--- src/spread_clock_pkg.sv ---
package spread_clock_pkg;

  // serial address: write byte D4h, read byte D5h
  localparam logic [6:0] SLAVE_ADDR = 7'h6A;

  // register indexes
  localparam logic [6:0] IDX_SPREAD_FREQ = 7'h00;
  localparam logic [6:0] IDX_OUT_PUMP    = 7'h01;
  localparam logic [6:0] IDX_ID          = 7'h06;
  // byte count reported at the head of a block read
  localparam logic [7:0] BLOCK_COUNT     = 8'h07;

  // command code
  localparam int CMD_BYTE_MODE_BIT = 7;

  // spread_and_frequency_control fields
  localparam int B0_SPREAD_HI = 7;
  localparam int B0_SPREAD_LO = 4;
  localparam int B0_PIN_HI    = 6;
  localparam int B0_FREQ      = 3;
  localparam int B0_SPREAD_EN = 1;
  localparam int B0_OWNER     = 0;
  localparam logic [7:0] SPREAD_FREQ_RST   = 8'h02;
  localparam logic [7:0] SPREAD_FREQ_WMASK = 8'hFB;

  // output_and_pump_control fields
  localparam int B1_DIFF_ON = 2;
  localparam int B1_PUMP_HI = 1;
  localparam int B1_PUMP_LO = 0;
  localparam logic [7:0] OUT_PUMP_RST   = 8'h04;
  localparam logic [7:0] OUT_PUMP_WMASK = 8'h07;

  // charge-pump encodings
  localparam logic [1:0] PUMP_DEFAULT = 2'h0;
  localparam logic [1:0] PUMP_UP_ONE  = 2'h3;
  localparam logic [1:0] PUMP_UP_TWO  = 2'h2;

  // identification byte: values are arbitrary
  localparam logic [3:0] REVISION_CODE = 4'h3;
  localparam logic [3:0] VENDOR_CODE   = 4'h5;

  // cycles after reset release before straps are taken (covers synchroniser)
  localparam logic [2:0] STRAP_SETTLE = 3'h4;

  typedef struct packed {
    logic [3:0] spreadSelect;
    logic       outputFreqChoice;
    logic       spreadOn;
    logic       diffOutputOn;
    logic [1:0] pumpLevel;
  } clock_ctrl_t;

endpackage

--- src/sync_stage.sv ---
`timescale 1ns/1ps
module sync_stage #(
  parameter int WIDTH = 1
) (
  input  wire logic             mclk,
  input  wire logic             rstn,
  input  wire logic [WIDTH-1:0] din,
  output logic      [WIDTH-1:0] dout
);

  logic [WIDTH-1:0] firstStage;

  always_ff @(posedge mclk or negedge rstn) begin
    if (!rstn) begin
      firstStage <= '0;
      dout       <= '0;
    end else begin
      firstStage <= din;
      dout       <= firstStage;
    end
  end

endmodule

--- src/spread_clock_control_regs.sv ---
// What this block does
// (RL1) Every register takes its default at power-up; no programming needed.
// (RL2) Strap pin sampled at power-up (1=100 MHz); then drives reference out.
// (RL3) Byte 0 bit 3 selects output frequency; resets to strapped value.
// (RL4) Byte 0 bit 0: 0 pins govern, 1 register governs; resets 0.
// (RL5) Byte 0 bits 7:4 spread select; bit 7 resets 0, others from pins.
// (RL6) Byte 0 bit 1 enables spread modulation; resets to 1.
// (RL7) Host writes zero to reserved bits; they reset to zero.
// (RL8) Byte 1 bit 2 enables the differential output pair; resets to 1.
// (RL9) Byte 1 bits 1:0 charge pump: 00 default, 11 up one, 10 up two.
// (RL10) Bytes 2 to 5 have no function; host must not rely on them.
// (RL11) Byte 6 is read-only: revision code high, vendor code low.
// (RL12) Power-down is entered while the sleep input is high.
// (RL13) Command bit 7: 0 block access from byte 0, 1 single indexed byte.
// (RL14) Device answers at address byte D4h for writes, D5h for reads.
// (RL15) Writes to the identification byte are acknowledged but ignored.
`timescale 1ns/1ps
module spread_clock_control_regs (
  input  wire logic                          mclk,
  input  wire logic                          rstn,
  input  wire logic                          scl,
  input  wire logic                          sdaIn,
  output logic                               sdaOut,
  output logic                               sdaOe,
  input  wire logic                          referenceInputClock,
  input  wire logic                          sleepRequest,
  input  wire logic                          spreadSelB1,
  input  wire logic                          spreadSelB2,
  input  wire logic                          spreadSelB3,
  input  wire logic                          freqStrapRefOutputIn,
  output logic                               freqStrapRefOutputOut,
  output logic                               freqStrapRefOutputOe,
  output spread_clock_pkg::clock_ctrl_t      clockCtrl,
  output logic                               sleepActive
);

  typedef enum {
    IDLE, ADDR, CMD, COUNT, WDATA, TCOUNT, TDATA
  } smb_state_t;

  ////////////////////////////////////////////////////////////////////////////
  // input synchronisers

  logic [7:0] rawIn;
  logic [7:0] syncIn;
  logic       sclS;
  logic       sdaS;
  logic       refS;
  logic       sleepS;
  logic       strapS;
  logic [2:0] pinSpread;

  assign rawIn = {~scl, ~sdaIn, referenceInputClock, sleepRequest,
                  freqStrapRefOutputIn, spreadSelB1, spreadSelB2, spreadSelB3};

  sync_stage #(.WIDTH(8)) inSync (
    .mclk (mclk),
    .rstn (rstn),
    .din  (rawIn),
    .dout (syncIn)
  );

  // bus lines pass inverted so the synchroniser's reset reads as idle high
  assign {sclS, sdaS} = ~syncIn[7:6];
  assign {refS, sleepS, strapS} = syncIn[5:3];
  assign pinSpread = syncIn[2:0];

  ////////////////////////////////////////////////////////////////////////////
  // bus line edges, start and stop

  logic sclD;
  logic sdaD;
  logic sclRise;
  logic sclFall;
  logic startSeen;
  logic stopSeen;

  always_ff @(posedge mclk or negedge rstn) begin
    if (!rstn) begin
      sclD <= 1'b1;
      sdaD <= 1'b1;
    end else begin
      sclD <= sclS;
      sdaD <= sdaS;
    end
  end

  assign sclRise   = sclS & ~sclD;
  assign sclFall   = ~sclS & sclD;
  assign startSeen = sclS & sclD & sdaD & ~sdaS;
  assign stopSeen  = sclS & sclD & ~sdaD & sdaS;

  ////////////////////////////////////////////////////////////////////////////
  // strap capture after reset release

  logic [2:0] settleCnt;
  logic       strapDone;
  logic       strapTake;
  logic       strapFreq;

  assign strapTake = !strapDone &&
                     (settleCnt == spread_clock_pkg::STRAP_SETTLE - 3'h1);

  always_ff @(posedge mclk or negedge rstn) begin
    if (!rstn) begin
      settleCnt <= 3'h0;
      strapDone <= 1'b0;
      strapFreq <= 1'b0;
    end else if (!strapDone) begin
      settleCnt <= settleCnt + 3'h1;
      if (strapTake) begin
        strapDone <= 1'b1;
        strapFreq <= strapS; // RL2
      end
    end
  end

  ////////////////////////////////////////////////////////////////////////////
  // registers

  logic [7:0] spreadFreqCtl;
  logic [7:0] outPumpCtl;
  logic       wrStrobe;
  logic [6:0] wrIndex;
  logic [7:0] wrData;
  logic [6:0] index;
  logic [7:0] readByte;

  always_ff @(posedge mclk or negedge rstn) begin
    if (!rstn) begin
      spreadFreqCtl <= spread_clock_pkg::SPREAD_FREQ_RST; // RL1 RL4 RL6
    end else if (strapTake) begin
      spreadFreqCtl[spread_clock_pkg::B0_PIN_HI:spread_clock_pkg::B0_SPREAD_LO]
        <= pinSpread; // RL5
      spreadFreqCtl[spread_clock_pkg::B0_FREQ] <= strapS; // RL3
    end else if (wrStrobe && wrIndex == spread_clock_pkg::IDX_SPREAD_FREQ) begin
      spreadFreqCtl <= wrData & spread_clock_pkg::SPREAD_FREQ_WMASK; // RL7
    end
  end

  always_ff @(posedge mclk or negedge rstn) begin
    if (!rstn) begin
      outPumpCtl <= spread_clock_pkg::OUT_PUMP_RST; // RL8 RL9
    end else if (wrStrobe && wrIndex == spread_clock_pkg::IDX_OUT_PUMP) begin
      outPumpCtl <= wrData & spread_clock_pkg::OUT_PUMP_WMASK; // RL7
    end
  end

  // bytes 2..5 read zero; the id byte has no write path
  always_comb begin
    unique case (index)
      spread_clock_pkg::IDX_SPREAD_FREQ: readByte = spreadFreqCtl;
      spread_clock_pkg::IDX_OUT_PUMP:    readByte = outPumpCtl;
      spread_clock_pkg::IDX_ID:          readByte =
        {spread_clock_pkg::REVISION_CODE, spread_clock_pkg::VENDOR_CODE}; // RL11
      default:                           readByte = 8'h00; // RL10
    endcase
  end

  ////////////////////////////////////////////////////////////////////////////
  // serial engine

  smb_state_t state;
  logic [7:0] shiftReg;
  logic [3:0] bitCnt;
  logic       rxAck;
  logic       hostAckPhase;
  logic       hostAck;
  logic       blockMode;

  assign sdaOut = 1'b0;

  always_ff @(posedge mclk or negedge rstn) begin
    if (!rstn) begin
      state        <= IDLE;
      shiftReg     <= 8'h00;
      bitCnt       <= 4'h0;
      rxAck        <= 1'b0;
      hostAckPhase <= 1'b0;
      hostAck      <= 1'b0;
      blockMode    <= 1'b0;
      index        <= 7'h00;
      sdaOe        <= 1'b0;
      wrStrobe     <= 1'b0;
      wrIndex      <= 7'h00;
      wrData       <= 8'h00;
    end else begin
      wrStrobe <= 1'b0;
      if (startSeen) begin
        state        <= ADDR;
        bitCnt       <= 4'h0;
        rxAck        <= 1'b0;
        hostAckPhase <= 1'b0;
        sdaOe        <= 1'b0;
      end else if (stopSeen) begin
        state        <= IDLE;
        rxAck        <= 1'b0;
        hostAckPhase <= 1'b0;
        sdaOe        <= 1'b0;
      end else if (rxAck) begin
        if (sclFall) begin
          rxAck  <= 1'b0;
          bitCnt <= 4'h0;
          sdaOe  <= 1'b0;
          if (state == TCOUNT) begin
            shiftReg <= spread_clock_pkg::BLOCK_COUNT;
            sdaOe    <= ~spread_clock_pkg::BLOCK_COUNT[7];
          end else if (state == TDATA) begin
            shiftReg <= readByte;
            sdaOe    <= ~readByte[7];
            index    <= index + 7'h1;
          end
        end
      end else if (state == TCOUNT || state == TDATA) begin
        if (sclRise && hostAckPhase) begin
          hostAck <= ~sdaS;
        end
        if (sclFall) begin
          if (!hostAckPhase) begin
            if (bitCnt == 4'h7) begin
              sdaOe        <= 1'b0;
              hostAckPhase <= 1'b1;
            end else begin
              shiftReg <= {shiftReg[6:0], 1'b0};
              sdaOe    <= ~shiftReg[6];
              bitCnt   <= bitCnt + 4'h1;
            end
          end else begin
            hostAckPhase <= 1'b0;
            bitCnt       <= 4'h0;
            if (hostAck) begin
              state    <= TDATA;
              shiftReg <= readByte;
              sdaOe    <= ~readByte[7];
              index    <= index + 7'h1;
            end else begin
              state <= IDLE;
            end
          end
        end
      end else if (state != IDLE) begin
        if (sclRise && bitCnt != 4'h8) begin
          shiftReg <= {shiftReg[6:0], sdaS};
          bitCnt   <= bitCnt + 4'h1;
        end
        if (sclFall && bitCnt == 4'h8) begin
          rxAck <= 1'b1;
          sdaOe <= 1'b1;
          unique case (state)
            ADDR: begin
              if (shiftReg[7:1] != spread_clock_pkg::SLAVE_ADDR) begin // RL14
                state <= IDLE;
                rxAck <= 1'b0;
                sdaOe <= 1'b0;
              end else if (shiftReg[0]) begin
                state <= blockMode ? TCOUNT : TDATA;
              end else begin
                state <= CMD;
              end
            end
            CMD: begin
              blockMode <= ~shiftReg[spread_clock_pkg::CMD_BYTE_MODE_BIT];
              if (shiftReg[spread_clock_pkg::CMD_BYTE_MODE_BIT]) begin // RL13
                index <= shiftReg[6:0];
                state <= WDATA;
              end else begin
                index <= 7'h00;
                state <= COUNT;
              end
            end
            COUNT: state <= WDATA;
            default: begin
              wrStrobe <= 1'b1; // RL15
              wrIndex  <= index;
              wrData   <= shiftReg;
              index    <= index + 7'h1;
            end
          endcase
        end
      end
    end
  end

  ////////////////////////////////////////////////////////////////////////////
  // effective controls and pin outputs

  logic owner;

  assign owner = spreadFreqCtl[spread_clock_pkg::B0_OWNER];

  always_ff @(posedge mclk or negedge rstn) begin
    if (!rstn) begin
      clockCtrl <= '0;
    end else begin
      clockCtrl.spreadSelect <= owner ?
        spreadFreqCtl[spread_clock_pkg::B0_SPREAD_HI:
                      spread_clock_pkg::B0_SPREAD_LO] :
        {1'b0, pinSpread}; // RL4 RL5
      clockCtrl.outputFreqChoice <= owner ?
        spreadFreqCtl[spread_clock_pkg::B0_FREQ] : strapFreq; // RL3 RL4
      clockCtrl.spreadOn <= spreadFreqCtl[spread_clock_pkg::B0_SPREAD_EN]; // RL6
      clockCtrl.diffOutputOn <=
        outPumpCtl[spread_clock_pkg::B1_DIFF_ON] & ~sleepS; // RL8 RL12
      clockCtrl.pumpLevel <=
        outPumpCtl[spread_clock_pkg::B1_PUMP_HI:spread_clock_pkg::B1_PUMP_LO]; // RL9
    end
  end

  always_ff @(posedge mclk or negedge rstn) begin
    if (!rstn) begin
      sleepActive           <= 1'b0;
      freqStrapRefOutputOe  <= 1'b0;
      freqStrapRefOutputOut <= 1'b0;
    end else begin
      sleepActive           <= sleepS; // RL12
      freqStrapRefOutputOe  <= strapDone; // RL2
      freqStrapRefOutputOut <= strapDone & ~sleepS & refS; // RL2
    end
  end

endmodule

--- config.mk ---
export PLATFORM = sky130hd
export DESIGN_NAME = spread_clock_control_regs
export DESIGN_NICKNAME = d
export VERILOG_FILES = /design/src/spread_clock_pkg.sv /design/src/sync_stage.sv /design/src/spread_clock_control_regs.sv
export SDC_FILE = /design/constraint.sdc
export NUM_CORES = 1
export LEC_CHECK = 0
export BUFFER_PORTS_ARGS = -buffer_cell sky130_fd_sc_hd__buf_4
export CORE_ASPECT_RATIO = 0.75
export CORE_MARGIN = 2
export CORE_UTILIZATION = 35
export DETAILED_ROUTE_END_ITERATION = 8
export PLACE_DENSITY = 0.57
export SYNTH_ARGS = -nofsm -noshare
export SYNTH_HDL_FRONTEND = slang
export SYNTH_HIERARCHICAL = 1
export SYNTH_SLANG_ARGS = --single-unit
--- constraint.sdc ---
create_clock -name mclk -period 4.35 [get_ports mclk]
set_clock_uncertainty 0.2 [all_clocks]
set_input_delay 0.6525 -clock mclk [delete_from_list [all_inputs] [get_ports mclk]]
set_output_delay 0.6525 -clock mclk [all_outputs]
set_load 0.02 [all_outputs]
Word-level counts from Yosys, hierarchy flattened
Cells that the tools add are included.
- register bits after elaboration: 117
- input bits: 10
- output and inout port bits: 14
- logic and storage cells: 220
- add/subtract/negate cells: 3
- equality and inequality tests: 32
- mux-type cells: 90
- bitwise operators: 28
- reduce and logical (&&, ||, !) cells: 37
- operator list (cell ; count):
    $mux W32 ; 8
    $pmux W32 S3 ; 1
    $mux W8 ; 11
    $mux W7 ; 12
    $eq A32 B2 Y1 const B ; 2
    $eq A32 B4 Y1 const B ; 2
    $mux W4 ; 12
    $mux W1 ; 39
    $eq A32 B1 Y1 const B ; 1
    $reduce_bool A32 Y1 ; 1
    $ne A4 B4 Y1 const B ; 6
    $pmux W8 S3 ; 1
    $not A1 Y1 ; 17
    $reduce_bool A4 Y1 ; 4
    $ne A3 B3 Y1 const B ; 5
    $reduce_bool A3 Y1 ; 5
    $eq A7 B1 Y1 const B ; 2
    $logic_not A7 Y1 ; 2
    $pmux W7 S2 ; 1
    $reduce_and A7 Y1 ; 2
    $mux W3 ; 4
    $reduce_and A6 Y1 ; 2
    $reduce_and A11 Y1 ; 1
    $and A1 B1 Y1 ; 10
    other kinds (27) ; 39

Logic depth before layout (Yosys ltp)
- word-level depth: 10
- gate-level depth with buffers: 8
- mapped depth without buffers: 7

Modules after synthesis
Netlist, hierarchy kept.
- by module, submodules not included (module ; times used ; cells each ; area an instance (µm²) ; seq. area each (µm²)):
    spread_clock_control_regs ; 1 ; 366 ; 3741.1 ; 1806.7
    sync_stage ; 1 ; 16 ; 400.4 ; 400.4

Worst setup path before layout
No wires, ideal clock.
- path type: reg2reg
- from: register wrIndex[5]
- to: register spreadFreqCtl[0]
- library setup time: 125 ps
- arrival time: 1962 ps
- data required time: 4025 ps
- path slack: 2063 ps
- cell stages (with the launch flop): 5
- path buffers: 0
- period minus slack after synthesis: 2287 ps
- cell sequence: dfrtp_1 -> or4b_1 -> or4_4 -> or3_4 -> mux2_4
- cells in the longest elaborated chain, start to end: 3
- RTL lines (item ; line ; text):
    start, declared ; spread_clock_control_regs.sv:124 ; logic [6:0] wrIndex;
    start signal, assigned ; spread_clock_control_regs.sv:274 ; wrIndex <= index;
    $logic_not A7 Y1 ; spread_clock_control_regs.sv:136 ; end else if (wrStrobe && wrIndex == spread_clock_pkg::IDX_SPREAD_FREQ) begin
    $logic_and A1 B1 Y1 ; spread_clock_control_regs.sv:136 ;
    $reduce_and A2 Y1 (no line) ; n/a ;
    end signal, assigned ; spread_clock_control_regs.sv:131 ; spreadFreqCtl <= spread_clock_pkg::SPREAD_FREQ_RST;
    end signal, assigned by index ; spread_clock_control_regs.sv:135 ; spreadFreqCtl[spread_clock_pkg::B0_FREQ] <= strapS;
    end signal, assigned ; spread_clock_control_regs.sv:137 ; spreadFreqCtl <= wrData & spread_clock_pkg::SPREAD_FREQ_WMASK;
    end, declared ; spread_clock_control_regs.sv:121 ; logic [7:0] spreadFreqCtl;
Every way passes these cells.
A chain may end at the register's enable or synchronous reset.

Worst setup path in the final report
- from: register state[0]
- to: register index[0]
- cells in the longest elaborated chain, start to end: 7
- elaborated cells on any way between the ends: 22
- those cells by class: eq/ne: 11; mux: 5; reduce/logical: 6
- RTL lines (item ; line ; text):
    start, declared ; spread_clock_control_regs.sv:163 ; smb_state_t state;
    start signal, assigned ; spread_clock_control_regs.sv:256 ; state <= blockMode ? TCOUNT : TDATA;
    $eq A32 B1 Y1 / $eq A32 B2 Y1 (equally long branches) ; spread_clock_control_regs.sv:249 ; unique case (state)
    $reduce_or A2 Y1 (no line) ; n/a ;
    $pmux W7 S2 ; spread_clock_control_regs.sv:249 ;
    $mux W7 ; spread_clock_control_regs.sv:246 ; if (sclFall && bitCnt == 4'h8) begin
    $mux W7 ; spread_clock_control_regs.sv:241 ; end else if (state != IDLE) begin
    $mux W7 ; spread_clock_control_regs.sv:214 ; end else if (state == TCOUNT || state == TDATA) begin
    $mux W7 ; spread_clock_control_regs.sv:200 ; end else if (rxAck) begin
    end signal, assigned ; spread_clock_control_regs.sv:211 ; index <= index + 7'h1;
    end signal, assigned ; spread_clock_control_regs.sv:235 ; index <= index + 7'h1;
    end signal, assigned ; spread_clock_control_regs.sv:264 ; index <= shiftReg[6:0];
    end, declared ; spread_clock_control_regs.sv:126 ; logic [6:0] index;
Parallel ways exist; a longest one is shown, timed or not. The select of a mux whose other input is x is not followed.

==> flow_summary.ini <==
[timing]
post-route-period-util_pct = 69.57
fin_tns_setup_ns = 0
fmax_mhz = 330.5
slew_headroom_pct = 32.18
fin_crit_ns = 3.026
worstMarginPinSlew_ns = 1.016
rsz0062_at_grt = false
setup_viol = 0
report.final.slew_viol_count = 0
hold_viol = 0

[global_routing]
grt_pass1_wl_um = 15070
first_global_vias = 2875
antenna_found_initial = 0
gr-total-overflow = 0
grt_use_total_pct = 15.28
grt_max_degree = 56

[power_and_ir_drop]
intPower_mw = 1.532
p_per_area_nw_per_um2 = 443.3
power_frac_comb_pct = 13.1
seqPwrFrac_pct = 46.7
ir_drop_v = 0.0002598
p_sw_mw = 0.5844
p_leak_nw = 2.161
clock_power_share_pct = 40.2
netSwitchingFraction_pct = 27.61

[routing]
drt_iter0_markers = 274
detail-route-antenna-nets = 0
dr_total_vias = 2976
wl_per_cell_um = 15.76
drtPass1Iterations = 4
totalWireLength_um = 8921
drc = 0
vias_per_cell = 5.258

[clock_tree]
clock-sinks = 88
cts_buffers = 9
worstSkewPairLatency_ns = 0.34
clockBufferDepth = 2
clk_pin_slew_ns = 0.06
post_cts_buffers = 0
holdBufCountCts = 0
cts-resized-gates = 0
cts_tree = built
cts_htree_levels = 3
clockRootBuffer = clkbuf_16

[placed_design]
gp_congestion = 0.9119
placed_area_um2 = 4446
portBuffers = 22
dp_hpwl_um = 6240

[setup_path]
required_ns = 4.38
timing.critical_path.from = state[0]$_DFFE_PN0P_
cp.arrival_ns = 3.05
crit_fanout = 19
path_buf_inv = 0
start_kind = flip-flop
cpPeakStageDelay_ns = 0.87
regToRegStartpoint = state[0]$_DFFE_PN0P_
path_cells = xnor2_1, nor2_1, o311ai_2, nor3_1, a211o_1
reg2regPathDepth = 5
critical_path_depth = 5
cp_top_family = compound AO/OA/AOI/OAI gates
end_kind = flip-flop
critical_path_class = flip-flop to flip-flop
cp_slowest_cell = o311ai_2

[final_layout]
fin_nets = 417
mostFrequentLayoutCell = dfrtp_1
utilization_pct = 41.26
design_area_um2 = 4775
fillCellCount = 1159
multi_input_area_um2 = 1795
register_area_um2 = 2207
final_cell_mix = 84 x dfrtp_1, 34 x nand2_1, 24 x nor2_1, 24 x buf_4
diodes = 0
layout-drive-gt1-share_pct = 19.31
syn_to_final_growth_pct = 15.29

[die]
io_pins = 24
design.core.area_um2 = 11570
die_y_um = 98.21
fp-row-count = 34
start_util_pct = 35.79
die_area_um2 = 12730
die_w_um = 129.6

[synthesis]
ys.flop_type = dfrtp_1
syn-cell-area_um2 = 4141
yosysSeqAreaShare_pct = 53.29
ys_warn_count = 6
synth_nets = 400
synth_edf_count = 0
syn_area_per_cell_um2 = 10.84
ys_seq_elements = 88
synth_cells = 382
async_reset_ff_share_pct = 100.0
synth_cell_types = 65

[worst_hold_path]
hold_class = flip-flop to flip-flop
worstHoldStart = inSync/firstStage[2]$_DFF_PN0_
min_path_cells = 0

[status]
outcome = finished, final reports clean

[job]
cap_violations = 0
==> power groups by stage <==
stage	combinational (mW)	sequential, mW	clock, mW
5_1_grt	0.316	1.00	0.904
4_1_cts	0.280	0.985	0.870
3_5_place_dp	0.278	1.00	0
6_report	0.277	0.988	0.851
3_3_place_gp	0.275	0.998	0
2_1_floorplan	0.219	0.951	0
==> synthesized netlist by cell type (2+ instances only) <==
cell	instances	area, um^2
nor2b_1	4	25.02
o211ai_1	5	37.54
mux2i_1	11	110.1
a21oi_1	22	110.1
nor2_1	24	90.09
nand4_1	3	18.77
and3_1	5	31.28
nor4b_1	2	17.52
or4_1	2	15.01
xnor2_1	3	26.28
ha_1	8	100.1
dfrtp_1	84	2102
a211o_1	2	17.52
inv_1	15	56.30
o32a_1	2	20.02
buf_4	2	15.01
nor4bb_1	2	20.02
nand2_1	34	127.6
o31ai_1	4	30.03
o22a_1	4	35.03
nand3b_1	3	22.52
a31oi_1	6	37.54
nand2b_1	3	18.77
and3b_1	2	17.52
clkbuf_1	13	48.80
nor3_1	5	25.02
or2_2	2	12.51
mux2_4	3	45.04
buf_2	3	15.01
o22ai_1	3	18.77
and2_1	6	37.54
a22o_1	2	17.52
mux2_2	22	247.7
nand3_1	11	55.05
a211oi_1	2	15.01
a21o_1	3	22.52
dfstp_2	4	105.1
o21ai_0	22	110.1
nand4b_1	2	17.52
nor4_1	2	12.51
==> state kept, by name, summed over array words and instances, names as in the netlist, 3 cells and up <==
signal,flops
index,7
bitCnt,4
outPumpCtl,3
state,3
shiftReg,8
spreadFreqCtl,7
inSync/dout,8
settleCnt,3
clockCtrl,9
wrData,8
inSync/firstStage,8
wrIndex,7
==> stage by stage <==
stage / total power, mW / setup WS (ns) / hold WS (ns) / instances
5_1_grt: 2.220 / 1.127 / 0.1545 / 566
2_1_floorplan: 1.170 / 2.063 / 0.1312 / 382
3_3_place_gp: 1.273 / 1.476 / 0.1336 / 550
6_report: 2.117 / 1.324 / 0.1502 / 566
4_1_cts: 2.135 / 1.342 / 0.1531 / 566
3_5_place_dp: 1.278 / 1.405 / 0.1378 / 550
==> final timing paths <==
check	end	slack, ns
max in group asynchronous	sdaD$_DFF_PN1_	2.85
max	index[0]$_DFFE_PN0P_	1.32
max reg2reg	index[0]$_DFFE_PN0P_	1.32
min reg2reg	inSync/dout[2]$_DFF_PN0_	0.15
min	inSync/dout[2]$_DFF_PN0_	0.15
min in group asynchronous	settleCnt[0]$_DFFE_PN0N_	0.16
==> routing by layer <==
metal | track usage (%) | up-vias | routed length, um
met4 | 5.211 | 0 | 133
met5 | 0 | - | 0
met1 | 23.72 | 1485 | 4624
li1 | - | 1412 | -
met2 | 20.66 | 67 | 3773
met3 | 3.616 | 12 | 389
==> layout make-up <==
| cell class | instances | area share (%) |
|---|---|---|
| clock buffers | 10 | 5.005 |
| clock inverters | 6 | 1.887 |
| flip-flops and latches | 88 | 46.23 |
| well taps | 162 | 4.245 |
| repair buffers | 24 | 3.774 |
| inverters | 16 | 1.258 |
| multi-input cells | 260 | 37.60 |
==> kinds of logic (layout without fill, tap and decap cells) <==
group | after synthesis | in the layout | synth area share [%]
XOR/XNOR | 5 | 5 | 1.239
AND/OR/NAND/NOR | 122 | 122 | 15.95
multiplexers | 36 | 36 | 9.728
AO/OA/AOI/OAI | 88 | 88 | 13.93
other | 1 | 1 | 0.09055
flip-flops | 88 | 88 | 53.29
adder cells (fa/ha/maj) | 8 | 8 | 2.417
buffers and inverters | 34 | 56 | 3.353
No activity file was read; power rests on OpenSTA's default activity.
